`src/mbrtu_pkg.sv`:
```
// Constants, carriers and states of the RTU slave serial port
// How it works
// - Slave only: transmits solely as the reply to an accepted command.
// - Start bit, eight data bits LSB first, optional parity, one stop.
// - Parity code 0 none, 1 even, 2 odd; default none.
// - Rate code 0..8 picks 1200 to 115200 bit/s; default 9600.
// - Own slave address accepts commands; default 1F hex.
// - Address, rate and parity are latched only at initialisation.
// - Enabled loss detection raises the fault after silence past timeout.
// - Disabled loss detection never raises the fault.
// - Fault action: 0 ramp, 1 fast, 2 coast, 3 alarm only.
// - Reply starts after programmed wait of 5 to 65 ms.
// - Driver control 0 keeps the driver enable permanently on.
// - Driver control 1 enables the driver only while transmitting.
// - Loss timeout 0.0 to 10.0 s in tenths, default 2.0 s.
// - Address 0 is broadcast: accepted, never answered.
`default_nettype none
package mbrtu_pkg;
    localparam int          CLK_HZ          = 40_000_000;
    localparam int          MS_PER_S        = 1000;
    localparam int          LOSS_UNIT_MS    = 100;
    localparam logic [5:0]  GAP_BITS        = 6'h23;
    localparam int          FIFO_DEPTH      = 16;
    localparam int          DATA_BITS       = 8;
    localparam logic [7:0]  ADDR_RST        = 8'h1F;
    localparam logic [7:0]  ADDR_BCAST      = 8'h00;
    localparam logic [3:0]  RATE_RST        = 4'h3;
    localparam logic [1:0]  PARITY_RST      = 2'h0;
    localparam logic [1:0]  ACTION_RST      = 2'h3;
    localparam logic        LOSS_EN_RST     = 1'b1;
    localparam logic [6:0]  REPLY_MS_RST    = 7'h05;
    localparam logic [6:0]  REPLY_MS_MIN    = 7'h05;
    localparam logic [6:0]  REPLY_MS_MAX    = 7'h41;
    localparam logic        DE_CTRL_RST     = 1'b1;
    localparam logic [6:0]  LOSS_TMO_RST    = 7'h14;
    localparam logic [6:0]  LOSS_TMO_MAX    = 7'h64;

    typedef enum logic [1:0] {
        PAR_NONE = 2'h0,
        PAR_EVEN = 2'h1,
        PAR_ODD  = 2'h2
    } parity_t;

    typedef enum logic [1:0] {
        STOP_RAMP  = 2'h0,
        STOP_FAST  = 2'h1,
        STOP_COAST = 2'h2,
        STOP_ALARM = 2'h3
    } stop_action_t;

    typedef enum logic [2:0] {
        RX_IDLE  = 3'h0,
        RX_START = 3'h1,
        RX_DATA  = 3'h3,
        RX_PAR   = 3'h2,
        RX_STOP  = 3'h6
    } rx_state_t;

    typedef enum logic [2:0] {
        TX_IDLE  = 3'h0,
        TX_WAIT  = 3'h1,
        TX_LOAD  = 3'h3,
        TX_START = 3'h2,
        TX_DATA  = 3'h6,
        TX_PAR   = 3'h7,
        TX_STOP  = 3'h5
    } tx_state_t;

    typedef struct packed {
        logic [7:0] own_slave_address;
        logic [3:0] bit_rate_select;
        logic [1:0] parity_select;
        logic [1:0] link_fault_stop_action;
        logic       link_loss_detect_enable;
        logic [6:0] reply_delay_time;
        logic       driver_enable_control;
        logic [6:0] link_loss_timeout;
    } cfg_t;

    typedef struct packed {
        logic done;
        logic good;
        logic bcast;
    } frame_t;

    typedef struct packed {
        logic active;
        logic ramp;
        logic fast;
        logic coast;
        logic alarm;
    } fault_t;

    function automatic logic [15:0] bit_cycles(input int clk_hz,
                                               input logic [3:0] sel);
        int baud;
        case (sel)
            4'h0: baud = 1200;
            4'h1: baud = 2400;
            4'h2: baud = 4800;
            4'h4: baud = 19200;
            4'h5: baud = 38400;
            4'h6: baud = 57600;
            4'h7: baud = 76800;
            4'h8: baud = 115200;
            default: baud = 9600;
        endcase
        return 16'(clk_hz / baud);
    endfunction : bit_cycles

    function automatic logic par_bit(input logic [7:0] d,
                                     input logic [1:0] sel);
        return (sel == PAR_ODD) ? ~^d : ^d;
    endfunction : par_bit
endpackage : mbrtu_pkg
`default_nettype wire

```
`src/rtu_slave_port.sv`:
```
// RTU slave serial port: framing, addressing, reply timing, loss fault
`timescale 1ns/100ps
`default_nettype none
module rtu_slave_port #(
    parameter int CLK_HZ = mbrtu_pkg::CLK_HZ
) (
    input  wire logic            clk,
    input  wire logic            rst_n,
    input  wire logic            ce,
    input  wire mbrtu_pkg::cfg_t cfg,
    input  wire logic            fault_clear,
    input  wire logic            rxd,
    output logic                 txd,
    output logic                 tx_de,
    output logic           [7:0] rx_data,
    output logic                 rx_valid,
    input  wire logic            rx_ready,
    output mbrtu_pkg::frame_t    frame_o,
    input  wire logic      [7:0] tx_data,
    input  wire logic            tx_last,
    input  wire logic            tx_valid,
    output logic                 tx_ready,
    output mbrtu_pkg::fault_t    fault_o
);
    localparam int MS_CYC = CLK_HZ / mbrtu_pkg::MS_PER_S;

    typedef struct packed {
        logic                 init_done;
        logic [7:0]           addr;
        logic [3:0]           rate;
        logic [1:0]           par;
        logic [1:0]           sync;
        mbrtu_pkg::rx_state_t rx;
        logic [15:0]          rcnt;
        logic [2:0]           rbits;
        logic [7:0]           rsh;
        logic                 rperr;
        logic [5:0]           gap;
        logic                 in_frame;
        logic                 accept;
        logic                 bcast;
        logic                 ferr;
        mbrtu_pkg::frame_t    frm;
        logic [15:0]          mscnt;
        logic [13:0]          loss;
        logic                 fault;
        mbrtu_pkg::fault_t    flt;
        mbrtu_pkg::tx_state_t tx;
        logic [15:0]          tcnt;
        logic [2:0]           tbits;
        logic [7:0]           tsh;
        logic                 tpar;
        logic                 tlast;
        logic [6:0]           dly;
        logic                 txd;
        logic                 de;
    } core_st_t;

    localparam core_st_t ST_RST = '{
        rx:      mbrtu_pkg::RX_IDLE,
        tx:      mbrtu_pkg::TX_IDLE,
        addr:    mbrtu_pkg::ADDR_RST,
        rate:    mbrtu_pkg::RATE_RST,
        par:     mbrtu_pkg::PARITY_RST,
        sync:    2'h3,
        txd:     1'b1,
        default: '0
    };

    core_st_t    r;
    core_st_t    n;
    logic [15:0] bitc;
    logic [15:0] half;
    logic        rxs;
    logic        par_on;
    logic        tick;
    logic        chr_done;
    logic        stop_bad;
    logic        acc_now;
    logic        push;
    logic        push_ready;
    logic [6:0]  rdly;
    logic [6:0]  tmo;
    logic [13:0] lim;

    assign bitc     = mbrtu_pkg::bit_cycles(CLK_HZ, r.rate);
    assign half     = bitc >> 1;
    assign rxs      = r.sync[1];
    assign par_on   = (r.par == mbrtu_pkg::PAR_EVEN)
                   || (r.par == mbrtu_pkg::PAR_ODD);
    assign tick     = (r.mscnt == '0);
    assign tx_ready = (r.tx == mbrtu_pkg::TX_LOAD);
    assign txd      = r.txd;
    assign tx_de    = r.de;
    assign frame_o  = r.frm;
    assign fault_o  = r.flt;

    always_comb begin
        n        = r;
        n.frm    = '0;
        chr_done = 1'b0;
        stop_bad = 1'b0;
        acc_now  = 1'b0;
        push     = 1'b0;
        rdly     = cfg.reply_delay_time;
        tmo      = cfg.link_loss_timeout;
        if (rdly < mbrtu_pkg::REPLY_MS_MIN) begin
            rdly = mbrtu_pkg::REPLY_MS_MIN;
        end else if (rdly > mbrtu_pkg::REPLY_MS_MAX) begin
            rdly = mbrtu_pkg::REPLY_MS_MAX;
        end
        if (tmo > mbrtu_pkg::LOSS_TMO_MAX) begin
            tmo = mbrtu_pkg::LOSS_TMO_MAX;
        end
        lim = 14'(int'(tmo) * mbrtu_pkg::LOSS_UNIT_MS);

        n.mscnt = tick ? 16'(MS_CYC - 1) : r.mscnt - 16'h1;
        n.sync  = {r.sync[0], rxd};
        if (!r.init_done) begin
            n.init_done = 1'b1;
            n.addr      = cfg.own_slave_address;
            n.rate      = cfg.bit_rate_select;
            n.par       = cfg.parity_select;
        end

        // Receiver; the idle branch also measures the inter-frame gap
        unique case (r.rx)
            mbrtu_pkg::RX_IDLE: begin
                if (!rxs) begin
                    n.rx   = mbrtu_pkg::RX_START;
                    n.rcnt = half;
                    n.gap  = '0;
                end else if (r.rcnt == '0) begin
                    n.rcnt = bitc - 16'h1;
                    if (r.gap != mbrtu_pkg::GAP_BITS) begin
                        n.gap = r.gap + 6'h1;
                    end
                end else begin
                    n.rcnt = r.rcnt - 16'h1;
                end
            end
            mbrtu_pkg::RX_START: begin
                if (r.rcnt != '0) begin
                    n.rcnt = r.rcnt - 16'h1;
                end else if (!rxs) begin
                    n.rx    = mbrtu_pkg::RX_DATA;
                    n.rcnt  = bitc - 16'h1;
                    n.rbits = '0;
                    n.rperr = 1'b0;
                end else begin
                    n.rx = mbrtu_pkg::RX_IDLE; // Glitch, not a start bit
                end
            end
            mbrtu_pkg::RX_DATA: begin
                if (r.rcnt != '0) begin
                    n.rcnt = r.rcnt - 16'h1;
                end else begin
                    n.rsh  = {rxs, r.rsh[7:1]};
                    n.rcnt = bitc - 16'h1;
                    n.rbits = r.rbits + 3'h1;
                    if (r.rbits == 3'h7) begin
                        n.rx = par_on ? mbrtu_pkg::RX_PAR
                                      : mbrtu_pkg::RX_STOP;
                    end
                end
            end
            mbrtu_pkg::RX_PAR: begin
                if (r.rcnt != '0) begin
                    n.rcnt = r.rcnt - 16'h1;
                end else begin
                    n.rperr = rxs ^ mbrtu_pkg::par_bit(r.rsh, r.par);
                    n.rcnt  = bitc - 16'h1;
                    n.rx    = mbrtu_pkg::RX_STOP;
                end
            end
            mbrtu_pkg::RX_STOP: begin
                if (r.rcnt != '0) begin
                    n.rcnt = r.rcnt - 16'h1;
                end else begin
                    n.rx     = mbrtu_pkg::RX_IDLE;
                    n.rcnt   = bitc - 16'h1;
                    chr_done = rxs;
                    stop_bad = !rxs;
                end
            end
            default: begin
                n.rx = mbrtu_pkg::RX_IDLE;
            end
        endcase

        if (tick && (r.loss != '1)) begin
            n.loss = r.loss + 14'h1;
        end
        if (chr_done || stop_bad) begin
            n.loss     = '0;
            n.in_frame = 1'b1;
        end
        if (chr_done) begin
            if (!r.in_frame) begin
                acc_now = (r.rsh == r.addr)
                       || (r.rsh == mbrtu_pkg::ADDR_BCAST);
                n.accept = acc_now;
                n.bcast  = (r.rsh == mbrtu_pkg::ADDR_BCAST);
                n.ferr   = r.rperr;
            end else begin
                acc_now = r.accept;
                n.ferr  = r.ferr || r.rperr;
            end
            push = acc_now;
            if (acc_now && !push_ready) begin
                n.ferr = 1'b1; // Overrun spoils the frame
            end
        end
        if (stop_bad) begin
            n.ferr = 1'b1;
            if (!r.in_frame) begin
                n.accept = 1'b0;
            end
        end

        // Frame ends after 35 idle bit times, three and a half characters when parity is off
        if ((r.rx == mbrtu_pkg::RX_IDLE) && rxs && (r.rcnt == '0)
            && (r.gap == mbrtu_pkg::GAP_BITS - 6'h1) && r.in_frame) begin
            n.in_frame  = 1'b0;
            n.frm.done  = r.accept;
            n.frm.good  = !r.ferr;
            n.frm.bcast = r.bcast;
            if (r.accept && !r.ferr && !r.bcast
                && (r.tx == mbrtu_pkg::TX_IDLE)) begin
                n.tx    = mbrtu_pkg::TX_WAIT;
                n.dly   = rdly;
                n.mscnt = 16'(MS_CYC - 1);
            end
        end

        if (fault_clear) begin
            n.fault = 1'b0;
        end
        if (r.loss > lim) begin
            n.fault = 1'b1;
        end
        if (!cfg.link_loss_detect_enable) begin
            n.fault = 1'b0;
        end
        n.flt.active = n.fault;
        n.flt.ramp   = n.fault && (cfg.link_fault_stop_action
                                   == mbrtu_pkg::STOP_RAMP);
        n.flt.fast   = n.fault && (cfg.link_fault_stop_action
                                   == mbrtu_pkg::STOP_FAST);
        n.flt.coast  = n.fault && (cfg.link_fault_stop_action
                                   == mbrtu_pkg::STOP_COAST);
        n.flt.alarm  = n.fault && (cfg.link_fault_stop_action
                                   == mbrtu_pkg::STOP_ALARM);

        // Transmitter
        unique case (r.tx)
            mbrtu_pkg::TX_IDLE: begin
            end
            mbrtu_pkg::TX_WAIT: begin
                if (tick) begin
                    n.dly = r.dly - 7'h1;
                    if (r.dly == 7'h1) begin
                        n.tx = mbrtu_pkg::TX_LOAD;
                    end
                end
            end
            mbrtu_pkg::TX_LOAD: begin
                if (tx_valid) begin
                    n.tsh   = tx_data;
                    n.tpar  = mbrtu_pkg::par_bit(tx_data, r.par);
                    n.tlast = tx_last;
                    n.tcnt  = bitc - 16'h1;
                    n.txd   = 1'b0;
                    n.tx    = mbrtu_pkg::TX_START;
                end
            end
            mbrtu_pkg::TX_START: begin
                if (r.tcnt != '0) begin
                    n.tcnt = r.tcnt - 16'h1;
                end else begin
                    n.tcnt  = bitc - 16'h1;
                    n.tbits = '0;
                    n.txd   = r.tsh[0];
                    n.tx    = mbrtu_pkg::TX_DATA;
                end
            end
            mbrtu_pkg::TX_DATA: begin
                if (r.tcnt != '0) begin
                    n.tcnt = r.tcnt - 16'h1;
                end else begin
                    n.tcnt = bitc - 16'h1;
                    if (r.tbits == 3'h7) begin
                        n.tx  = par_on ? mbrtu_pkg::TX_PAR
                                       : mbrtu_pkg::TX_STOP;
                        n.txd = par_on ? r.tpar : 1'b1;
                    end else begin
                        n.tbits = r.tbits + 3'h1;
                        n.txd   = r.tsh[1];
                        n.tsh   = r.tsh >> 1;
                    end
                end
            end
            mbrtu_pkg::TX_PAR: begin
                if (r.tcnt != '0) begin
                    n.tcnt = r.tcnt - 16'h1;
                end else begin
                    n.tcnt = bitc - 16'h1;
                    n.txd  = 1'b1;
                    n.tx   = mbrtu_pkg::TX_STOP;
                end
            end
            mbrtu_pkg::TX_STOP: begin
                if (r.tcnt != '0) begin
                    n.tcnt = r.tcnt - 16'h1;
                end else begin
                    n.tx = r.tlast ? mbrtu_pkg::TX_IDLE
                                   : mbrtu_pkg::TX_LOAD;
                end
            end
            default: begin
                n.tx  = mbrtu_pkg::TX_IDLE;
                n.txd = 1'b1;
            end
        endcase
        n.de = !cfg.driver_enable_control
            || !((n.tx == mbrtu_pkg::TX_IDLE)
                 || (n.tx == mbrtu_pkg::TX_WAIT));
    end

    always_ff @(posedge clk) begin
        if (!rst_n) begin
            r <= ST_RST;
        end else if (ce) begin
            r <= n;
        end
    end

    byte_fifo #(
        .WIDTH (mbrtu_pkg::DATA_BITS),
        .DEPTH (mbrtu_pkg::FIFO_DEPTH)
    ) u_rx_fifo (
        .clk       (clk),
        .rst_n     (rst_n),
        .ce        (ce),
        .in_valid  (push),
        .in_ready  (push_ready),
        .in_data   (r.rsh),
        .out_valid (rx_valid),
        .out_ready (rx_ready),
        .out_data  (rx_data)
    );

    // Cycles spent in the reply wait, for the timing check
    int         wait_cyc;
    logic [6:0] dly_cap;
    always_ff @(posedge clk) begin
        if (!rst_n) begin
            wait_cyc <= 0;
            dly_cap  <= '0;
        end else if (ce) begin
            wait_cyc <= (r.tx == mbrtu_pkg::TX_WAIT) ? wait_cyc + 1 : 0;
            if (r.tx != mbrtu_pkg::TX_WAIT) begin
                dly_cap <= n.dly;
            end
        end
    end
endmodule : rtu_slave_port
`default_nettype wire

```
`src/byte_fifo.sv`:
```
// Synchronous FIFO with valid/ready on both sides
`timescale 1ns/100ps
`default_nettype none
module byte_fifo #(
    parameter int WIDTH = 8,
    parameter int DEPTH = 16
) (
    input  wire logic             clk,
    input  wire logic             rst_n,
    input  wire logic             ce,
    input  wire logic             in_valid,
    output logic                  in_ready,
    input  wire logic [WIDTH-1:0] in_data,
    output logic                  out_valid,
    input  wire logic             out_ready,
    output logic      [WIDTH-1:0] out_data
);
    localparam int AW = $clog2(DEPTH);

    typedef struct packed {
        logic [AW-1:0] wp;
        logic [AW-1:0] rp;
        logic [AW:0]   cnt;
    } fifo_st_t;

    fifo_st_t         r;
    fifo_st_t         n;
    logic [WIDTH-1:0] mem [DEPTH];
    logic             push;
    logic             pop;

    assign in_ready  = (r.cnt != (AW+1)'(DEPTH));
    assign out_valid = (r.cnt != '0);
    assign out_data  = mem[r.rp];
    assign push      = in_valid && in_ready;
    assign pop       = out_valid && out_ready;

    always_comb begin
        n = r;
        if (push) begin
            n.wp = AW'(r.wp + 1'b1);
        end
        if (pop) begin
            n.rp = AW'(r.rp + 1'b1);
        end
        n.cnt = (AW+1)'(r.cnt + push - pop);
    end

    always_ff @(posedge clk) begin
        if (!rst_n) begin
            r <= '0;
        end else if (ce) begin
            r <= n;
        end
    end

    always_ff @(posedge clk) begin
        if (ce && push) begin
            mem[r.wp] <= in_data;
        end
    end
endmodule : byte_fifo
`default_nettype wire

```
`config.mk`:
```
export PLATFORM = sky130hd
export DESIGN_NAME = rtu_slave_port
export DESIGN_NICKNAME = d
export VERILOG_FILES = /design/src/mbrtu_pkg.sv /design/src/rtu_slave_port.sv /design/src/byte_fifo.sv
export SDC_FILE = /design/constraint.sdc
export NUM_CORES = 1
export LEC_CHECK = 0
export BUFFER_PORTS_ARGS = -buffer_cell sky130_fd_sc_hd__buf_2
export CAP_MARGIN = 20
export CORE_MARGIN = 2
export CORE_UTILIZATION = 60
export CTS_BUF_LIST = sky130_fd_sc_hd__clkbuf_4 sky130_fd_sc_hd__clkbuf_8
export CTS_CLUSTER_SIZE = 14
export DETAILED_ROUTE_END_ITERATION = 12
export PLACE_DENSITY = 0.74
export SLEW_MARGIN = 20
export SYNTH_ARGS = -nofsm -noshare
export SYNTH_HDL_FRONTEND = slang
export SYNTH_SLANG_ARGS = --single-unit
```
`constraint.sdc`:
```
create_clock -name clk -period 169.3 [get_ports clk]
set_input_delay 8.465 -clock clk [delete_from_list [all_inputs] [get_ports clk]]
set_output_delay 8.465 -clock clk [all_outputs]
set_load 0.005 [all_outputs]
```
[Word level (Yosys, flattened, before mapping)]
Memories as Yosys holds them, arrays and structs flattened. A register that Yosys moved wholly into a read port is not among the register bits.
Index checks and enable logic that the tools add are counted.
Operators by class
  add/subtract/negate cells: 13
  bitwise logic cells: 5
  div/mod/pow operators: 1
  order comparisons: 4
  multipliers: 1
  muxes and demuxes: 93
  reduce and logical (&&, ||, !) cells: 72
  equal/unequal tests: 40
Operators by type and width (number)
  16-bit two-way mux: 8
  16-bit case mux with 3 select lines: 2
  16-bit by 1-bit subtractor with 16-bit output, second input constant: 4
  19-bit two-way mux: 3
  3-bit two-way mux: 19
  7-bit two-way mux: 7
  11-bit two-way mux: 3
  27-bit by 32-bit divider with 32-bit output, first input constant: 1
  16-bit zero test: 2
  16-bit nonzero test: 2
  1-bit two-way mux: 30
  14-bit two-way mux: 2
  2-bit inequality test, second input constant: 13
  3-bit case mux with 7 select lines: 1
  5-bit AND reduction: 4
  3-bit equality test, second input constant: 6
  6-bit two-way mux: 3
  1-bit logical AND: 16
  4-bit two-way mux: 4
  8-bit case mux with 2 select lines: 1
  8-bit XNOR reduction: 2
  8-bit parity: 2
  3-bit case mux with 5 select lines: 1
  14-bit by 1-bit adder with 14-bit output, second input constant: 1
  other kinds (43): 92
Word-level totals
  bits in writable memories: 128
  input bits: 48
  ROM bits: 208
  output and inout bits: 20
  word-level logic and storage cells: 268
  flip-flop bits (word level): 150
  memories: 2
Memories
  (no name shown): depth 16, bits a word 13, rd ports 1, clocked after memory_dff 1, wr ports 0, RTL line mbrtu_pkg.sv:97  | case (sel)
  u_rx_fifo.mem: depth 16, bits a word 8, rd ports 1, clocked after memory_dff 1, wr ports 1, RTL line byte_fifo.sv:28  | logic [WIDTH-1:0] mem [DEPTH];

[Longest topological paths before layout]
Gate-level depths: netlist of run 1.
  word-level depth: 13
  depth in mapped cells: 366
  depth with buffers taken out: 338

[Cells and area by module]
From an unflattened synthesis of run 1, not the netlist that was laid out.
Unflattened totals
  cell total of the unflattened synthesis: 4203
  area, all modules: 33229.4 sq um
Modules (own cells, without submodules)
  rtu_slave_port: instances 1, area an instance 27408.8 sq um, cells each 3894
  byte_fifo: instances 1, area an instance 5820.6 sq um, cells each 309

[Worst setup path before layout of run 1]
Ideal clock, no wire load.
  kind: flip-flop to flip-flop
  start point: reg (tool-made name)
  end point: reg r[116] (netlist name)
  buffers on the path: 37
  stages on the path, launching flop included: 350
  slack: 101.672 ns
  arrival: 67.557 ns
  required time: 169.229 ns
  path through: dfxtp_1 buf_2 inv_1 ha_1 nor2_1 o21ai_0 a21oi_1 and2_1 ha_1 or4b_1 and3_1 o21a_1 ha_1 a21oi_1 nand2_1 and3_1 nand2_1 nand2_1 (+314 left out) o31ai_1 ha_1 a21o_1 a21o_1 a211oi_1 o21ai_0 o21ai_0 nor2_1 mux2i_2 nand3_2 nor3_1 ha_1 nand4_1 nor2_1 xnor2_1 a2111oi_0 o311ai_0 a21oi_1
RTL lines
  end signal: assignment: RTL line rtu_slave_port.sv:334  | r <= n;
  end: declaration: RTL line rtu_slave_port.sv:70  | core_st_t r;

==> results summary, run 1 <==
The flow ran to the end, and the final reports show no timing, DRC or antenna violations. The finished layout holds 5,066 standard cells, fillers aside. The number of synthesis warnings came out at 0. The vias after detailed routing is 32,300. The maximum buffer depth of the clock tree came out at 3.

The final wirelength came out at 93,500 um. The clock-pin transition on the worst setup and hold timing paths is 0.07 ns. The I/O pin count is 68.

Among cell families on the critical path, the largest total delay comes from compound AO/OA/AOI/OAI gates. The post-synthesis net count came out at 4,687. Counting stages on the worst path, the most repeated cell is sky130_fd_sc_hd__a21oi_1. The number of cells on the worst hold path came out at 2. The growth of design area from synthesis to finish is 5.57%. The launching element type of the critical path is a flip-flop.

The residual DRC count is 0. The area of the mapped netlist is 33,700 um^2. The number of enable flip-flop cells after synthesis is 128. The number of antenna violations at the first check in global routing was 4. The number of setup buffers added after CTS came out at 0. The placement row count came out at 86.

The clock skew after layout came out at 0.0263 ns. The transition time at the pin with the least slew margin is 1.09 ns. Including well taps, the total number of placed cells is 4,976. The required time at the endpoint of the critical path is 169.81 ns. The number of input and output port buffers inserted is 67.

The path with the worst hold slack has its endpoint at frame_o[2]$_SDFFE_PN0P_. The share of the Yosys chip area taken by registers is 0.213. The iteration count of the initial detailed-routing pass came out at 8. The placed cell area came out at 34,500 um^2. The number of global-route vias before repair is 29,500. The share of async-settable or async-resettable flops after synthesis came out at 0. Setup slack on the worst reg-to-reg path comes out at 91.38 ns. In this run the tightest slew margin relative to its limit is 0.274. The main flop type after synthesis is sky130_fd_sc_hd__dfxtp_1. The cell count after synthesis came out at 4,293. TritonCTS built the clock tree.

The total global-route track usage is 0.315. For the finished layout, the period the worst path requires is 77.92 ns. The worst register-to-register path ends at r[116]$_SDFFE_PN0P_. The average instance in the mapped netlist occupies 7.84 um^2.

The final-report max-slew violation count is 0. The startpoint identified for the worst hold timing path is frame_o[2]$_SDFFE_PN0P_. The total congestion overflow is 0. Dividing the detail-routed via count by the number of cells gives 6.38. The number of clock buffers added by TritonCTS is 48. The sink count of the clock tree came out at 295. The later pin in the worst-skew pair is clocked with a latency of 0.60 ns. The initial core utilization is 0.609. The pin count of the biggest net entering global routing is 89.

Counting flops and latches in the post-synthesis netlist gives 295. The die width came out at 241 um. The cell with the biggest individual delay on the critical path is sky130_fd_sc_hd__nor4b_2. The cell area after layout came out at 35,500 um^2. The critical path start-end classification is reg2reg. From bottom edge to top edge, the die measures 241 um. Of the post-synthesis cell area, the dominant cell type holds 0.124. The number of endpoints with negative hold slack in the final report came out at 0. The placeable core region is 55,300 um^2. Setup repair after global routing left no endpoint under its margin. The first-pass GRT wire length came out at 150,000 um. The final antenna-violating net count came out at 0. The largest single stage delay on the critical path is 0.94 ns. The max capacitance violation total came out at 0.

The cell with the most instances after synthesis is sky130_fd_sc_hd__nor2_1. The detailed placement HPWL came out at 70,300 um. The number of buffers and inverters on the critical path came out at 14. In this run, distinct cell masters in the synthesized netlist total 123. The logic depth of the worst register-to-register path came out at 324.

CTS placed an instance of sky130_fd_sc_hd__clkbuf_8 at the clock tree root. After detailed routing, the average wire length per cell comes to 18.4 um. The leading area contributor after synthesis is sky130_fd_sc_hd__ha_1. Yosys attributes the largest share of cell area to sky130_fd_sc_hd__ha_1 12%, sky130_fd_sc_hd__edfxtp_1 11%, sky130_fd_sc_hd__dfxtp_1 9.9%. The weighted congestion at the end of routability-driven global placement came out at 0.991.

The final count of negative-setup-slack endpoints is 0. The period utilization is 0.460. The share of layout cells above drive strength 1 is 0.0883. Of all nets on the critical path, the largest fanout is 33. The final net count is 4,672.

The data arrival time at the worst-slack endpoint came out at 78.43 ns. The total negative setup slack came out at 0 ns. The number of cells upsized or downsized after cts came out at 0.

Counting instances in the post-synthesis netlist gives the leading cell types as 481 x sky130_fd_sc_hd__nor2_1, 376 x sky130_fd_sc_hd__nand2_1, 371 x sky130_fd_sc_hd__a21oi_1. STA classifies the critical path endpoint as a flip-flop. The total of hold buffers inserted after clock tree synthesis came out at 0. The initial DRC count is 2,523. The post-route core utilization came out at 0.643. The floorplan step defined a die boundary enclosing 58,000 um^2.

The maximum operating frequency is 12.8 MHz. The H-tree generated during clock tree synthesis spans 2 levels. In this run the worst hold path is classified as reg2reg.
logic make-up after synthesis:
logic type,count (synthesis),synth area share
AO/OA/AOI/OAI,1318,0.261
flip-flops,295,0.213
buffers and inverters,361,0.0422
AND/OR/NAND/NOR,1604,0.233
adder cells (fa/ha/maj),346,0.131
multiplexers,143,0.0602
XOR/XNOR,225,0.0585
other,1,0.000111
routing by layer:
metal	vias to the layer above	track usage	share of wire
met5	-	0	0.000075
met2	1126	0.508	0.45
met1	15000	0.432	0.45
li1	16000	-	-
met3	225	0.0446	0.065
met4	2	0.108	0.033
how the worst max path moves through the flow:
stage / from / endpoint / slack, ns / cells past startpoint
floorplan: flip-flop / r[116]$_SDFFE_PN0P_ / 101.67 / 349
global placement: flip-flop / r[116]$_SDFFE_PN0P_ / 95.32 / 326
detailed placement: flip-flop / r[116]$_SDFFE_PN0P_ / 92.84 / 326
CTS: flip-flop / r[116]$_SDFFE_PN0P_ / 92.58 / 324
global route: flip-flop / r[116]$_SDFFE_PN0P_ / 84.70 / 328
finish: flip-flop / r[116]$_SDFFE_PN0P_ / 91.38 / 324
worst min-delay path: stages, from the launching register on:
cell                      delay, ns
sky130_fd_sc_hd__dfxtp_1       0.30
sky130_fd_sc_hd__nand2_1       0.06
sky130_fd_sc_hd__a21oi_1       0.05
sequential cells by signal, indices dropped and copies added (netlist names), named ones only:
name           count
u_rx_fifo.r       13
u_rx_fifo.mem    128
fault_o            5
tx_de              1
n                  1
txd                1
r                125
frame_o            3
through the flow:
step	hold WS [ns]	setup WS, ns
final	0.455	91.38
after global routing	0.478	84.70
after CTS	0.456	92.58
after detailed placement	0.447	92.84
after global placement	0.445	95.32
after floorplan	0.432	101.67
cells in the final DEF (no fill, tap or decap), drive strengths merged, types with 17 or more instances in the layout:
| cell type | synthesis | final |
|---|---|---|
| mux2i | 47 | 47 |
| inv | 191 | 193 |
| nand2 | 377 | 377 |
| a311oi | 26 | 26 |
| dfxtp | 167 | 167 |
| o21ai | 257 | 257 |
| xor2 | 84 | 84 |
| ha | 335 | 335 |
| nand2b | 92 | 92 |
| nor2b | 39 | 39 |
| o31ai | 66 | 66 |
| edfxtp | 128 | 128 |
| a211oi | 51 | 51 |
| nor3 | 133 | 133 |
| xnor2 | 141 | 141 |
| o21a | 79 | 79 |
| nand4 | 54 | 54 |
| mux4 | 40 | 40 |
| and2 | 53 | 53 |
| a21o | 113 | 113 |
| a2111oi | 17 | 17 |
| nor4 | 38 | 38 |
| nor2 | 484 | 484 |
| or3 | 38 | 38 |
| clkinv | 7 | 17 |
| nand3 | 139 | 139 |
| buf | 44 | 98 |
| clkbuf | 119 | 72 |
| mux2 | 56 | 56 |
| a31oi | 52 | 52 |
| o211ai | 32 | 32 |
| or2 | 27 | 27 |
| a21oi | 372 | 372 |
| and3 | 51 | 51 |
| a21boi | 26 | 26 |
area by class of cell:
type / count / area [um^2]
Clock buffer: 72 / 872
Inverter: 198 / 744
Antenna cell: 3 / 7.51
Timing Repair Buffer: 98 / 568
Multi-Input combinational cell: 3637 / 25100
Fill cell: 5012 / 19800
Tap cell: 748 / 936
Clock inverter: 15 / 148
Sequential cell: 295 / 7190
Power of run 1 is not shown: default switching activity piles up to over one toggle a cycle in this logic, so the estimate is an artifact.
==> run 2, diff against run 1 <==
--- a/config.mk
+++ b/config.mk
@@ -5,6 +5,7 @@
 export SDC_FILE = /design/constraint.sdc
 export NUM_CORES = 1
 export LEC_CHECK = 0
+export ABC_AREA = 1
 export BUFFER_PORTS_ARGS = -buffer_cell sky130_fd_sc_hd__buf_2
 export CAP_MARGIN = 20
 export CORE_MARGIN = 2
==> constraint.sdc (replaced) <==
create_clock -name clk -period 79.3 [get_ports clk]
set_input_delay 3.965 -clock clk [delete_from_list [all_inputs] [get_ports clk]]
set_output_delay 3.965 -clock clk [all_outputs]
set_load 0.005 [all_outputs]
==> run 2 against run 1 <==
Net effect:
- final cell count up 16%
- utilization shrank 0.48 points
- non-clock buffer count is 1 lower
==> results summary, run 2 <==
The cell area that synthesis handed to floorplanning was 34,000 um^2. The global routing stage identified its most utilized layer as met2. The routed layout has 33,200 vias. The sink count of the clock tree is 295. The post-route core utilization is 0.638. The adder and majority cell fraction of the synthesized area came out at 0.130. The critical path start-end classification is reg2reg.

The count of buffers added on input and output ports is 67. For this run, design rule violations remaining after detail routing come to 0. The minimum clock period is 62.90 ns. The register with the most flip-flops in the final layout is u_rx_fifo.mem.

STA puts the critical path data required time at 79.78 ns. The largest registers in the layout are u_rx_fifo.mem x128, r x125, u_rx_fifo.r x13. The max capacitance violation total came out at 0. The main flop type after synthesis is sky130_fd_sc_hd__dfxtp_1. The reg2reg setup slack is 16.40 ns. The detailed placement HPWL came out at 68,400 um. Relative to the synthesized area, the layout overhead comes to 5.42%. TritonCTS built the clock tree. The count of H-tree levels built during CTS came out at 2. Of the total synthesized cell area, the portion taken by AND, OR, NAND and NOR gates is 0.288. In this run the count of I/O pins placed on the die edge is 68. Buffers added to address setup during post-CTS repair amount to 0. In the final layout, the share of cells above drive strength 1 is 0.0824. STA classifies the critical path startpoint as a flip-flop. The fraction of post-synthesis cell area in the top cell type by area came out at 0.123. The synthesized-area fraction occupied by ao, oa, aoi and oai cells came out at 0.182. At the end of the flow, the number of nets in the layout was 5,475. The share of async-settable or async-resettable flops after synthesis came out at 0. Buffers inserted to repair hold after CTS numbered 0. The worst hold path begins at fault_o[1]$_SDFFE_PN0P_. The TritonCTS buffer count is 49. The cell with the biggest individual delay on the critical path is sky130_fd_sc_hd__dfxtp_1. The combinational family with the most area after synthesis is simple AND/OR/NAND/NOR gates. Setup violations remaining at the end of the flow were counted as 0. The average detailed-routed wire length per instance is 15.4 um. The die width is 242 um. In this run the critical register-to-register path is captured at r[114]$_SDFFE_PN0P_. The total congestion overflow came out at 0. Between clock sinks in the finished design, the worst skew comes to 0.0359 ns. The floorplan step defined a core boundary enclosing 56,200 um^2.

The critical path capture point type is a flip-flop. The logic depth of the worst register-to-register path is 374. The initial utilization of the core area, before any placement, comes to 0.605.

The die covers 58,600 um^2. The longest clock path from root to sink contains 3 buffers. The die extent in y came out at 242 um. The cell count after synthesis came out at 5,071. The library cell used most frequently in the layout, excluding fill and tap cells, is sky130_fd_sc_hd__nand2_1. The area share of xor/xnor cells in the synthesized design is 0.0737.

Along the worst path, the maximum fanout reaches 37. Clock-pin slew was measured on the worst setup and hold paths at 0.06 ns. The global routing met2 resource utilization came out at 0.489.

For this run, the register share of the synthesized area comes to 0.211. The data arrival time at the worst-slack endpoint is 63.38 ns. Counting distinct cell types in the post-synthesis netlist gives 74. Based on the critical path, the design can be clocked at up to 15.9 MHz. The cell with the most instances after synthesis is sky130_fd_sc_hd__nand2_1. The flow ran to the end, and the final reports show no timing, DRC or antenna violations. Counting stages on the worst path, the most repeated cell is sky130_fd_sc_hd__nand2_1.

The number of flip-flops in the largest register came out at 128. The post-synthesis net count came out at 5,465. Counting instances, the worst hold path has a depth of 2. The pin count of the biggest net entering global routing came out at 97. In this run the worst hold path is classified as reg2reg.

The post-detailed-route via-to-cell ratio is 5.65. The path with the worst hold slack has its endpoint at fault_o[1]$_SDFFE_PN0P_. The number of endpoints with negative hold slack in the final report is 0. Ranked by total cell area, the synthesized netlist is headed by sky130_fd_sc_hd__ha_1 12%, sky130_fd_sc_hd__nand2_1 12%, sky130_fd_sc_hd__edfxtp_1 11%. The iteration count of the initial detailed-routing pass is 8. The transition time at the pin with the least slew margin is 1.03 ns. The met1 track demand over resource came out at 0.417.

The number of global-route vias before repair is 30,400. In this design, the stage delay of the slowest critical-path cell is 0.71 ns. The clock insertion delay at the later pin of the skew report came out at 0.64 ns.

Setup repair after global routing left no endpoint under its margin. Of the available clock period, the critical path in the final layout requires 0.793. The number of cells upsized or downsized after cts is 0. The flip-flop and latch count after synthesis is 295. The root buffer cell chosen for the clock tree is sky130_fd_sc_hd__clkbuf_8.

The final-report max-slew violation count was 0. Across every metal layer, demand over resource in global routing totals 0.302. For this run, global-route usage on met3 was measured as 0.0401. The final antenna-violating net count came out at 0. The total negative setup slack came out at 0 ns. The commonest cells after synthesis are 1,065 x sky130_fd_sc_hd__nand2_1, 703 x sky130_fd_sc_hd__inv_1, 408 x sky130_fd_sc_hd__a21oi_1. The initial DRC count came out at 2,518. The final antenna diode count is 0.

Measured against the total synthesized area, the mux share comes to 0.00942. The number of antenna violations at the first check in global routing was 1. Of all cell types, the one taking the most synthesized area is sky130_fd_sc_hd__ha_1. The weighted congestion at the end of routability-driven global placement came out at 0.974. After detailed routing, the total wire length is 90,700 um. The headroom to the max-slew limit is 0.293. The first-pass GRT wire length came out at 149,000 um. The top cell types in the final layout, fill and taps aside, are 1,065 x sky130_fd_sc_hd__nand2_1, 702 x sky130_fd_sc_hd__inv_1, 408 x sky130_fd_sc_hd__a21oi_1, 388 x sky130_fd_sc_hd__o21ai_0, 361 x sky130_fd_sc_hd__nor2_1. Counting flops with a built-in enable in the synthesized netlist gives 128.

The number of synthesis warnings is 0. The average cell area after synthesis came out at 6.70 um^2. The initialized floorplan defines 87 standard-cell rows.
run 2: cell count changes after synthesis, sizes merged, moves of 78 or more:
cell	before	now
xor2	84	181
nand2b	92	0
inv	191	723
o21ai	257	433
a21o	113	23
nand2	377	1144
nor2	484	406
nand3	139	342
run 2: final cells by class:
cell class,count,area (um^2)
Sequential cell,295,7190
Inverter,735,2770
Clock inverter,14,170
Timing Repair Buffer,97,581
Multi-Input combinational cell,3903,23200
Clock buffer,77,941
Fill cell,5321,20300
Tap cell,756,946
run 2: kinds of logic after synthesis:
logic type,count (synthesis)
buf+inv,873
xor+xnor,285
flops,295
compound gates,1099
mux,32
other cells,1
simple gates,2140
fa+ha+maj,346
run 2: worst max-delay path by stage:
stage                          from                  end  slack (ns)  cells after the start
final                     flip-flop  r[114]$_SDFFE_PN0P_       16.40                    374
after floorplan           flip-flop   r[32]$_SDFFE_PN0P_       24.48                    412
after global routing      flip-flop  r[114]$_SDFFE_PN0P_        8.92                    375
after CTS                 flip-flop  r[114]$_SDFFE_PN0P_       16.87                    375
after global placement    flip-flop  r[114]$_SDFFE_PN0P_       18.92                    373
after detailed placement  flip-flop  r[114]$_SDFFE_PN0P_       17.10                    375
run 2: per-stage QoR:
stage | setup WS (ns) | instances | instance area (um^2) | hold WS [ns]
final | 16.40 | 5877 | 35800 | 0.463
after floorplan | 24.48 | 5071 | 34000 | 0.429
after CTS | 16.87 | 5876 | 35800 | 0.466
after global routing | 8.92 | 5877 | 35800 | 0.476
after detailed placement | 17.10 | 5785 | 34700 | 0.453
after global placement | 18.92 | 5785 | 34700 | 0.446
run 2: routing by layer:
metal | vias up | part of all wire
met5 | - | 0.00014
met4 | 2 | 0.032
met3 | 169 | 0.064
met2 | 979 | 0.44
met1 | 15000 | 0.47
li1 | 17000 | -
run 2: critical path, delay by kind of cell, from the launching register on:
kind | cells | cell delay, ns
DFF | 1 | 0.71
AOI/OAI and AO/OA | 141 | 23.45
buffers and inverters | 57 | 8.78
xor gates and xnor gates | 2 | 0.46
and+or+nand+nor | 144 | 19.05
adders and majority gates | 30 | 10.15
Power of run 2 is left out for the same reason.
